===== src/logic/btc_pkg.sv =====
// Operation
// RULE1: Each byte becomes one ten-bit character, shifted out one bit at a time.
// RULE2: Serial input bits are grouped by ten and data characters decoded to bytes.
// RULE3: Every byte value has a data character; spare codes act as special characters.
// RULE4: Label A is byte bit 0 up to H at bit 7; a..h follow A..H.
// RULE5: Bit i derives from A..E, bit j from F..H; groups abcdei and fghj.
// RULE6: Special flag high marks a special character, low an ordinary data byte.
// RULE7: Dxx.y naming: xx is bits E..A, y is bits H..F.
// RULE8: Byte 45 hex encodes to 101001 0101 from negative disparity.
// RULE9: Special characters reuse the nearest data sub-block encodings, e.g. K29.7.
// RULE10: Bits leave in order a b c d e i f g h j.
// RULE11: Disparity per sub-block: ones, balanced forced patterns, else unchanged; carries on.
// RULE12: Characters missing from the current column flag a violation yet still update disparity.
// RULE13: One character per character period; disparity is a single state bit.
// ****************************************************************
// Shared constants and coding functions
// ****************************************************************
package btc_pkg;

  localparam int unsigned CHAR_W    = 10;
  localparam logic [3:0]  BIT_LAST  = 4'h9;
  localparam logic [4:0]  K28_X     = 5'h1C;
  localparam logic [2:0]  K28_5_Y   = 3'h5;
  localparam logic [5:0]  K28_6B    = 6'h0F;
  localparam logic [3:0]  ALT7_4B   = 4'h7;
  localparam logic [5:0]  FORCE_P6  = 6'h07;
  localparam logic [5:0]  FORCE_N6  = 6'h38;
  localparam logic [3:0]  FORCE_P4  = 4'h3;
  localparam logic [3:0]  FORCE_N4  = 4'hC;
  localparam logic [9:0]  IDLE_CHAR = 10'h0FA;
  localparam logic        IDLE_RD   = 1'b1;

  // Negative-column six-bit codes, indexed by EDCBA, msb is a
  localparam logic [5:0] D6_TAB [32] = '{
    6'h27, 6'h1D, 6'h2D, 6'h31, 6'h35, 6'h29, 6'h19, 6'h38,
    6'h39, 6'h25, 6'h15, 6'h34, 6'h0D, 6'h2C, 6'h1C, 6'h17,
    6'h1B, 6'h23, 6'h13, 6'h32, 6'h0B, 6'h2A, 6'h1A, 6'h3A,
    6'h33, 6'h26, 6'h16, 6'h36, 6'h0E, 6'h2E, 6'h1E, 6'h2B};
  // Negative-column four-bit codes, indexed by HGF, msb is f
  localparam logic [3:0] D4_TAB [8] = '{
    4'hB, 4'h9, 4'h5, 4'hC, 4'hD, 4'hA, 4'h6, 4'hE};
  localparam logic [3:0] K4_TAB [8] = '{
    4'hB, 4'h6, 4'hA, 4'hC, 4'hD, 4'h5, 4'h9, 4'h7};

  typedef struct packed {
    logic [9:0] tx_sh;
    logic [3:0] tx_cnt;
    logic       tx_rd;
    logic       tx_ready;
    logic [9:0] rx_sh;
    logic [3:0] rx_cnt;
    logic       rx_rd;
    logic [7:0] rx_data;
    logic       rx_k;
    logic       rx_viol;
    logic       rx_valid;
  } btc_state_s;

  localparam btc_state_s RESET_ST = '{tx_sh: IDLE_CHAR, tx_rd: IDLE_RD, default: '0};

  function automatic logic [2:0] btc_ones(input logic [5:0] v);
    logic [2:0] n;
    n = 3'h0;
    for (int b = 0; b < 6; b++) begin
      n = n + {2'h0, v[b]};
    end
    return n;
  endfunction : btc_ones

  // RULE11: six-bit disparity
  function automatic logic btc_rd6(input logic [5:0] s, input logic rd);
    logic [2:0] n;
    n = btc_ones(s);
    if (n > 3'h3 || s == FORCE_P6) return 1'b1;
    if (n < 3'h3 || s == FORCE_N6) return 1'b0;
    return rd;
  endfunction : btc_rd6

  // RULE11: four-bit disparity
  function automatic logic btc_rd4(input logic [3:0] f, input logic rd);
    logic [2:0] n;
    n = btc_ones({2'h0, f});
    if (n > 3'h2 || f == FORCE_P4) return 1'b1;
    if (n < 3'h2 || f == FORCE_N4) return 1'b0;
    return rd;
  endfunction : btc_rd4

  // RULE5: bit i from A..E, column picked by disparity
  function automatic logic [5:0] btc_enc6(input logic [4:0] x, input logic k,
                                          input logic rd);
    logic [5:0] r;
    r = (k && x == K28_X) ? K28_6B : D6_TAB[x];
    if (rd && (btc_ones(r) != 3'h3 || r == FORCE_N6)) r = ~r;
    return r;
  endfunction : btc_enc6

  // Alternate x.7 form avoids runs of five equal bits
  function automatic logic btc_alt7(input logic [4:0] x, input logic rd);
    if (rd) return (x == 5'h0B || x == 5'h0D || x == 5'h0E);
    return (x == 5'h11 || x == 5'h12 || x == 5'h14);
  endfunction : btc_alt7

  // RULE5: bit j from F..H; rd is disparity after the six-bit group
  function automatic logic [3:0] btc_enc4(input logic [2:0] y, input logic [4:0] x,
                                          input logic k, input logic rd);
    logic [3:0] t;
    // RULE9: special groups borrow data shapes
    t = k ? K4_TAB[y] : (y == 3'h7 && btc_alt7(x, rd)) ? ALT7_4B : D4_TAB[y];
    if (rd && (k || btc_ones({2'h0, t}) != 3'h2 || t == FORCE_N4)) t = ~t;
    return t;
  endfunction : btc_enc4

endpackage : btc_pkg


===== src/logic/btc_decode.sv =====
`timescale 1ns/100ps
// ****************************************************************
// Ten-bit character decoder, purely combinational
// ****************************************************************
module btc_decode
  import btc_pkg::*;
(
  // Received character and disparity before it
  input  wire logic [9:0] code_i,
  input  wire logic       rd_i,
  // Decoded result
  output logic [7:0]      data_o,
  output logic            special_o,
  output logic            viol_o,
  output logic            rd_o
);

  logic [5:0] s6;
  logic [3:0] f4;
  logic       rd6;
  logic       hit6;
  logic       hitd;
  logic       hitk;
  logic       k28;
  logic       kx7;
  logic [4:0] x;
  logic [2:0] y;
  logic [2:0] yk;

  // Search the column of the current disparity; tables stay single-sourced
  always_comb begin
    s6   = code_i[9:4];
    f4   = code_i[3:0];
    hit6 = 1'b0;
    hitd = 1'b0;
    hitk = 1'b0;
    x    = 5'h0;
    y    = 3'h0;
    yk   = 3'h0;
    // RULE11: carry into four-bit group
    rd6  = btc_rd6(s6, rd_i);
    // RULE12: disparity updates regardless
    rd_o = btc_rd4(f4, rd6);
    k28  = (s6 == btc_enc6(K28_X, 1'b1, rd_i));
    for (int v = 0; v < 32; v++) begin
      if (btc_enc6(5'(v), 1'b0, rd_i) == s6) begin
        hit6 = 1'b1;
        x    = 5'(v);
      end
    end
    for (int w = 0; w < 8; w++) begin
      if (!k28 && btc_enc4(3'(w), x, 1'b0, rd6) == f4) begin
        hitd = 1'b1;
        y    = 3'(w);
      end
      if (k28 && btc_enc4(3'(w), x, 1'b1, rd6) == f4) begin
        hitk = 1'b1;
        yk   = 3'(w);
      end
    end
    // RULE9: K23.7, K27.7, K29.7, K30.7
    kx7 = hit6 && (x == 5'h17 || x == 5'h1B || x == 5'h1D || x == 5'h1E) &&
          f4 == btc_enc4(3'h7, x, 1'b1, rd6);
    // RULE6: special flag reported
    special_o = (k28 && hitk) || kx7;
    // RULE12: absent from column
    viol_o    = !(special_o || (hit6 && hitd));
    // RULE7: byte is {HGF, EDCBA}
    if (k28) begin
      data_o = {yk, K28_X};
    end else if (kx7) begin
      data_o = {3'h7, x};
    end else begin
      data_o = {y, x};
    end
  end

endmodule : btc_decode


===== src/logic/btc_codec.sv =====
`timescale 1ns/100ps
// ****************************************************************
// Byte to ten-bit character codec with serial shift
// ****************************************************************
module btc_codec
  import btc_pkg::*;
(
  // Clock, reset, enable
  input  wire logic       ref_clk_i,
  input  wire logic       rst_b_i,
  input  wire logic       clk_en_i,
  // Transmit byte side
  input  wire logic [7:0] tx_data_i,
  input  wire logic       special_char_select_i,
  input  wire logic       tx_valid_i,
  output logic            tx_ready_o,
  output logic            tx_rd_o,
  // Serial link
  output logic            serial_o,
  input  wire logic       serial_i,
  // Receive byte side
  output logic [7:0]      rx_data_o,
  output logic            rx_special_char_select_o,
  output logic            rx_viol_o,
  output logic            rx_valid_o,
  output logic            rx_rd_o
);

  // ****************************************************************
  // State
  // ****************************************************************
  btc_state_s st;
  btc_state_s next_st;

  logic [9:0] rx_word;
  logic [7:0] dec_data;
  logic       dec_k;
  logic       dec_viol;
  logic       dec_rd;

  // Word as it stands after this bit is taken
  assign rx_word = {st.rx_sh[8:0], serial_i};

  // RULE2: decode each complete group
  btc_decode u_dec (
    .code_i    (rx_word),
    .rd_i      (st.rx_rd),
    .data_o    (dec_data),
    .special_o (dec_k),
    .viol_o    (dec_viol),
    .rd_o      (dec_rd)
  );

  // ****************************************************************
  // Next state
  // ****************************************************************
  // Encode, shift, gather; all work is paced by the bit counters
  always_comb begin
    logic [4:0] ex;
    logic [2:0] ey;
    logic       ek;
    logic       erd6;
    logic [5:0] e6;
    logic [3:0] e4;
    e6               = 6'h00;
    erd6             = 1'b0;
    e4               = 4'h0;
    next_st          = st;
    next_st.rx_valid = 1'b0;
    // RULE4: A is bit 0, H is bit 7
    ex   = tx_data_i[4:0];
    ey   = tx_data_i[7:5];
    // RULE6: flag selects special coding
    ek   = special_char_select_i;
    if (!tx_valid_i) begin
      // Idle comma keeps the far end's clock recovery fed
      ex = K28_X;
      ey = K28_5_Y;
      ek = 1'b1;
    end
    // RULE3: every byte maps; RULE8 falls out of the tables
    e6   = btc_enc6(ex, ek, st.tx_rd);
    // RULE11: disparity carries into fghj
    erd6 = btc_rd6(e6, st.tx_rd);
    e4   = btc_enc4(ey, ex, ek, erd6);
    if (st.tx_cnt == BIT_LAST) begin
      // RULE1: one character per ten bits
      next_st.tx_sh  = {e6, e4};
      // RULE13: single disparity bit
      next_st.tx_rd  = btc_rd4(e4, erd6);
      next_st.tx_cnt = 4'h0;
    end else begin
      // RULE10: msb first gives a..e, i, f..h, j
      next_st.tx_sh  = {st.tx_sh[8:0], 1'b0};
      next_st.tx_cnt = st.tx_cnt + 4'h1;
    end
    next_st.tx_ready = (next_st.tx_cnt == BIT_LAST);
    // RULE2: shift in serially, group by ten
    next_st.rx_sh = rx_word;
    if (st.rx_cnt == BIT_LAST) begin
      next_st.rx_cnt   = 4'h0;
      next_st.rx_data  = dec_data;
      next_st.rx_k     = dec_k;
      next_st.rx_viol  = dec_viol;
      next_st.rx_valid = 1'b1;
      // RULE12: update even on violation
      next_st.rx_rd    = dec_rd;
    end else begin
      next_st.rx_cnt = st.rx_cnt + 4'h1;
    end
  end

  // ****************************************************************
  // Registers
  // ****************************************************************
  // Group boundary fixed from reset; no comma realignment here
  always_ff @(posedge ref_clk_i) begin
    if (!rst_b_i) begin
      st <= RESET_ST;
    end else if (clk_en_i) begin
      st <= next_st;
    end
  end

  // Outputs straight from state flops
  assign serial_o                 = st.tx_sh[CHAR_W-1];
  assign tx_ready_o               = st.tx_ready;
  assign tx_rd_o                  = st.tx_rd;
  assign rx_data_o                = st.rx_data;
  assign rx_special_char_select_o = st.rx_k;
  assign rx_viol_o                = st.rx_viol;
  assign rx_valid_o               = st.rx_valid;
  assign rx_rd_o                  = st.rx_rd;

endmodule : btc_codec


===== config.mk =====
export PLATFORM = sky130hd
export DESIGN_NAME = btc_codec
export DESIGN_NICKNAME = d
export VERILOG_FILES = /design/src/logic/btc_pkg.sv /design/src/logic/btc_decode.sv /design/src/logic/btc_codec.sv
export SDC_FILE = /design/constraint.sdc
export NUM_CORES = 1
export LEC_CHECK = 0
export BUFFER_PORTS_ARGS = -buffer_cell sky130_fd_sc_hd__clkbuf_2
export CAP_MARGIN = 20
export CORE_ASPECT_RATIO = 0.9
export CORE_UTILIZATION = 42
export CTS_CLUSTER_DIAMETER = 100
export DETAILED_ROUTE_END_ITERATION = 12
export PLACE_DENSITY_LB_ADDON = 0.08
export REMOVE_ABC_BUFFERS = 1
export SYNTH_ARGS = -nofsm -noshare
export SYNTH_HDL_FRONTEND = slang
export SYNTH_SLANG_ARGS = --single-unit

===== constraint.sdc =====
create_clock -name ref_clk_i -period 24 [get_ports ref_clk_i]
set_clock_uncertainty 0.15 [all_clocks]
set_input_delay 1.2 -clock ref_clk_i [delete_from_list [all_inputs] [get_ports ref_clk_i]]
set_output_delay 1.2 -clock ref_clk_i [all_outputs]
set_load 0.05 [all_outputs]

=== Word-level counts from Yosys, hierarchy flattened ===
Memory sizes are Yosys's and may differ from the RTL's.
Cells that the tools add are included.

* Input bits: 14
* Memories kept: 3
* Memory bits (read-only): 256
* Bits in registers: 41

* Mux-type cells: 173
* Add/sub/neg operators: 29
* Bitwise logic cells: 5
* Order comparisons: 10
* Equal/unequal tests: 82
* Reductions and logical operators: 54

{| class="wikitable"
|+ Memories
! memory !! depth !! bits a word !! read ports !! clocked after Yosys merged registers in !! write ports !! RTL line !! source
|-
| (name not given) || 32 || 6 || 1 || 0 || 0 || btc_pkg.sv:92 || <nowiki>r = (k && x == K28_X) ? K28_6B : D6_TAB[x];</nowiki>
|-
| (name not given) || 8 || 4 || 1 || 0 || 0 || btc_pkg.sv:108 || <nowiki>t = k ? K4_TAB[y] : (y == 3'h7 && btc_alt7(x, rd)) ? ALT7_4B : D4_TAB[y];</nowiki>
|-
| (name not given) || 8 || 4 || 1 || 0 || 0 || btc_pkg.sv:108 ||
|}

{| class="wikitable"
|+ Operator list
! kind !! number
|-
| $mux 6 || 19
|-
| $mux 4 || 26
|-
| $eq 6x6->1 || 15
|-
| $mux 1 || 89
|-
| $mux 5 || 17
|-
| $eq 5x5->1 const B || 11
|-
| $eq 6x6->1 const A || 9
|-
| $add 3x1->3 || 14
|-
| $eq 4x4->1 || 10
|-
| $mux 3 || 13
|-
| $eq 5x6->1 const A || 6
|-
| $eq 5x4->1 const B || 6
|-
| $eq 4x4->1 const B || 7
|-
| $logic_and 1x1->1 || 25
|-
| $logic_or 1x1->1 || 25
|-
| $add 2x1->3 || 6
|-
| $eq 4x6->1 const A || 3
|-
| $eq 6x6->1 const B || 3
|-
| $mux 8 || 2
|-
| $add 1x1->2 || 7
|-
| $mux 14 || 1
|-
| $eq 6x3->1 const B || 2
|-
| $gt 3x2->1 const B || 4
|-
| $lt 3x2->1 const B || 4
|-
| other kinds (15) || 29
|}

=== Logic depth before layout (Yosys ltp) ===
* Depth after elaboration: 52
* Depth in mapped cells: 49
* Mapped depth without buffers: 46

=== By module ===
A second synthesis with hierarchy kept.

* Cell total of the unflattened synthesis: 707
* Area total of the unflattened synthesis: 5,467.7 µm²

{| class="wikitable"
|+ Modules (own cells, without submodules)
! module !! cells an instance !! times used !! area each (µm²)
|-
| btc_codec || 413 || 1 || 3,374.5
|-
| btc_decode || 294 || 1 || 2,093.3
|}

=== Worst setup path after synthesis ===
OpenSTA, ideal clock, no wires.

* Kind: input to register
* Start: in tx_valid_i
* End: reg st (netlist bit tx_rd_o)
* Arrival time: 10,849 ps
* Path slack: 12,880 ps
* Data required time: 23,728 ps
* Cell stages on the path: 47
* Library setup time: 122 ps
* Cell sequence: clkbuf_8 > clkbuf_8 > and2_1 > inv_1 > ha_1 > o211a_1 > a311oi_1 > o221ai_2 > fa_1 > inv_1 > fa_1 > inv_1 > ha_1 > inv_1 > fa_1 > or2_2 > nand2_1 > mux2i_1 > (+11 left out) > a41oi_2 > o22ai_2 > and4_4 > nor2_1 > fa_1 > ha_1 > ha_1 > nand2_1 > nor4_1 > a21oi_4 > o21a_1 > or2_1 > ha_1 > ha_1 > ha_1 > nor3b_1 > o211ai_1 > o32a_1

* Word-level cells in the longest chain between the ends: 49
* Elaborated cells on any way between the ends: 89

{| class="wikitable"
|+ RTL lines
! what !! RTL line !! source
|-
| start: declaration || btc_codec.sv:15 || <nowiki>input wire logic tx_valid_i,</nowiki>
|-
| $mux 5 || btc_codec.sv:75 || <nowiki>if (!tx_valid_i) begin</nowiki>
|-
| $not 5->6 (implied by the code) || btc_pkg.sv:92 ||
|-
| $mem_v2 32x6 || n/a ||
|-
| $mux 6 (implied by the code) (2 in series) || btc_pkg.sv:92 ||
|-
| $mux 6 || btc_pkg.sv:92 ||
|-
| $add 1x1->2 || btc_pkg.sv:65 || <nowiki>n = n + {2'h0, v[b]};</nowiki>
|-
| $add 2x1->3 || btc_pkg.sv:65 ||
|-
| $add 3x1->3 (3 in series) || btc_pkg.sv:65 ||
|-
| (+29 left out) || n/a ||
|-
| $add 2x1->3 || btc_pkg.sv:65 ||
|-
| $add 3x1->3 || btc_pkg.sv:65 ||
|-
| $lt 3x2->1 || btc_pkg.sv:84 || <nowiki>if (n < 3'h2 || f == FORCE_N4) return 1'b0;</nowiki>
|-
| $logic_or 1x1->1 || btc_pkg.sv:84 ||
|-
| $mux 1 (2 in series) || btc_pkg.sv:84 ||
|-
| $mux 1 || btc_codec.sv:86 || <nowiki>if (st.tx_cnt == BIT_LAST) begin</nowiki>
|-
| $mux 1 || btc_pkg.sv:85 || <nowiki>return rd;</nowiki>
|-
| $mux 1 (*) || btc_pkg.sv:84 ||
|-
| end signal: assignment || btc_codec.sv:121 || <nowiki>st <= next_st;</nowiki>
|-
| end: declaration || btc_codec.sv:32 || <nowiki>btc_state_s st;</nowiki>
|}

Mark *: on every way between the ends. The rest lies on a longest branch, timed or not. The select of a mux whose other input is x is not followed.
A chain may end at the register's enable or synchronous reset.

=== Final worst setup path ===
Ends and elaborated chain as after synthesis.

==> impl_metrics.py <==
metrics = {
    "floorplanning": {
        "dieArea_um2": 13100,
        "initial_core_util_pct": 43.5,
        "num_io_pins": 29,
        "rows": 38,
        "die_h_um": 109,
        "core_um2": 12200,
        "die_w_um": 120,
    },
    "critical_path": {
        "worstPathArrival_ns": 11.71,
        "critPathMaxFanout": 18,
        "crit_required_ns": 24.02,
        "slowest_delay_ns": 0.59,
        "critPathKind": "in2reg",
        "slowest_stage": "fa_1",
        "setup.worst_path.start_class": "input port",
        "end_kind": "flip-flop",
        "critPathMostFrequentCell": "ha_1",
    },
    "logic_synthesis": {
        "synth.top_cell.area_share_pct": 15.5,
        "netlist_area_um2": 5300,
        "ys_top_cells_by_area": "dfxtp_1 (16%), ha_1 (7.6%), nand2_1 (4.7%)",
        "ys_ff_latch": 41,
        "synth_top_area_cell": "dfxtp_1",
        "avgSynthCellArea_um2": 7.78,
        "synthArstFlopShare_pct": 0,
        "yosys_warnings": 0,
        "yosysSeqAreaShare_pct": 15.5,
        "synthDistinctLibCells": 108,
        "netlist_instances": 681,
        "synth_edf_count": 0,
        "synth_flop_cell": "dfxtp_1",
    },
    "cts": {
        "cts_tree": "yes",
        "clock_path_buffers": 2,
        "post_cts_buffers": 0,
        "clk_latency_ns": 0.28,
        "clk_pin_slew_ns": 0.06,
        "htree_num_levels": 2,
        "cts_root_buf": "clkbuf_16",
        "cts_sinks": 41,
        "cts_hold_buffers": 0,
        "cts_resized": 0,
        "cts_buffers": 5,
    },
    "route": {
        "vias_per_cell": 5.95,
        "detail-route-antenna-nets": 0,
        "drc": 0,
        "wl_um": 12900,
        "via_count": 4884,
        "drt_iter0_markers": 445,
        "drt_first_pass_iters": 5,
        "wl_per_cell_um": 15.7,
    },
    "timing": {
        "setup_viol": 0,
        "hold_viol_final": 0,
        "fmax_mhz": 85.6,
        "maxSlewViolCount": 0,
        "relSlewSlack_pct": 37.4,
        "period_minus_slack_ns": 11.69,
        "finalCritPeriodShare_pct": 48.7,
        "rsz0062_at_grt": "no",
        "fin_setup_tns_ns": 0,
        "tightest_slew_ns": 0.938,
    },
    "global_route": {
        "antenna_found_initial": 0,
        "grt_pass1_vias": 4451,
        "track_usage_pct": 20.4,
        "grt_first_pass_wirelength_um": 22100,
        "overflow": 0,
        "grt_max_degree": 31,
    },
    "pwr": {
        "peakVddDrop_uv": 40.2,
        "p_per_area_nw_per_um2": 55.2,
        "leakage_nw": 2.13,
        "p_total_mw": 0.297,
    },
    "placed_design": {
        "port_buffers": 28,
        "place_inst": 813,
        "place_congestion": 0.879,
        "hpwl_um": 9630,
    },
    "finish": {
        "n_fill_cell": 1239,
        "multi_input_area_um2": 3910,
        "syn_to_final_growth_pct": 1.51,
        "stdcell_count": 821,
        "drive_gt1_share_pct": 12.0,
        "nets": 716,
        "finish.utilization_pct": 44.2,
        "seq_area_um2": 821,
        "antenna_cells": 0,
    },
    "min_path": {
        "hold_path.class": "reg2reg",
    },
    "run": {
        "max_cap_violations": 0,
    },
    "outcome": {
        "status": "finished, final reports clean",
    },
}
==> critical path, delay by kind of cell <==
family,cells,cell delay [ns]
adder cells (fa/ha/maj),15,5.00
buffers and inverters,9,0.84
AND/OR/NAND/NOR,12,2.63
multiplexers,1,0.15
AO/OA/AOI/OAI,9,1.88
==> routing by layer <==
| metal | global-route usage, % | vias to the layer above | routed length, um |
|---|---|---|---|
| met3 | 1.64 | 11 | 525 |
| met5 | 0 | - | 0 |
| met2 | 32.4 | 126 | 5560 |
| li1 | - | 2430 | - |
| met4 | 4.59 | 0 | 122 |
| met1 | 29.8 | 2317 | 6640 |
==> where the power goes <==
part	internal (mW)	switching, mW
clock	0.0381	0.0265
sequential	0.0697	0.00240
combinational	0.0689	0.0910
total	0.177	0.120
==> cells in the mapped netlist, types with 6 or more instances <==
| library cell | instances |
|---|---|
| buf_4 | 16 |
| or2_2 | 6 |
| nor2b_1 | 17 |
| mux2i_1 | 22 |
| a31oi_1 | 8 |
| o22ai_1 | 6 |
| xnor2_1 | 10 |
| nand3b_1 | 6 |
| xor2_1 | 6 |
| o211ai_1 | 9 |
| buf_2 | 8 |
| o31ai_1 | 6 |
| nand2b_1 | 15 |
| dfxtp_1 | 41 |
| a21oi_1 | 24 |
| nand3_1 | 25 |
| nor2_1 | 62 |
| inv_1 | 36 |
| fa_1 | 10 |
| a211oi_1 | 12 |
| nor3b_1 | 11 |
| ha_1 | 32 |
| nor3_1 | 15 |
| clkbuf_1 | 21 |
| nor4bb_1 | 6 |
| o21ai_0 | 39 |
| nand2_1 | 67 |
==> cell type report <==
| class | count | share of cell area (%) |
|---|---|---|
| flip-flops and latches | 41 | 15.3 |
| repair buffers | 31 | 3.03 |
| inverters | 38 | 2.65 |
| clock buffers | 5 | 2.33 |
| well taps | 160 | 3.72 |
| multi-input cells | 543 | 72.7 |
| clock inverters | 3 | 0.326 |
==> path summary, 6_finish.rpt <==
path | start | to | slack, ns | cells after the start
max | tx_valid_i | tx_rd_o | 12.31 | 46
min | tx_ready_o | tx_ready_o | 0.31 | 2
max reg2reg | tx_rd_o | tx_rd_o | 16.63 | 28
min reg2reg | tx_ready_o | tx_ready_o | 0.31 | 2
==> cell families (layout without fill, tap and decap cells) <==
logic type,count (synthesis),in the layout,synth area share (%)
mux,23,23,4.37
fa+ha+maj,45,45,11.9
flops,41,41,15.5
buf+inv,97,77,10.7
simple gates,281,281,28.9
xor+xnor,16,16,2.65
compound gates,178,178,25.9
==> through the flow <==
step | setup WS (ns) | area (um^2) | hold WS [ns]
after floorplan | 13.17 | 4870 | 0.290
after global placement | 12.38 | 5230 | 0.305
after detailed placement | 12.05 | 5230 | 0.302
after CTS | 12.32 | 5380 | 0.312
after global routing | 11.55 | 5380 | 0.343
final | 12.31 | 5380 | 0.309
==> sequential cells by signal (all words and copies together), names as in the netlist <==
name,count
next_st,9
rx_data_o,8
rx_rd_o,1
rx_special_char_select_o,1
rx_valid_o,1
rx_viol_o,1
serial_o,1
st,17
tx_rd_o,1
tx_ready_o,1
==> placed cells by master (no fill, tap or decap), types with 22 or more instances in the layout <==
cell type	n
nand2_1	67
nor2_1	62
dfxtp_1	41
o21ai_0	39
inv_1	36
ha_1	32
clkbuf_2	28
nand3_1	25
a21oi_1	24
mux2i_1	22
Power figures use the tool's default switching activity.
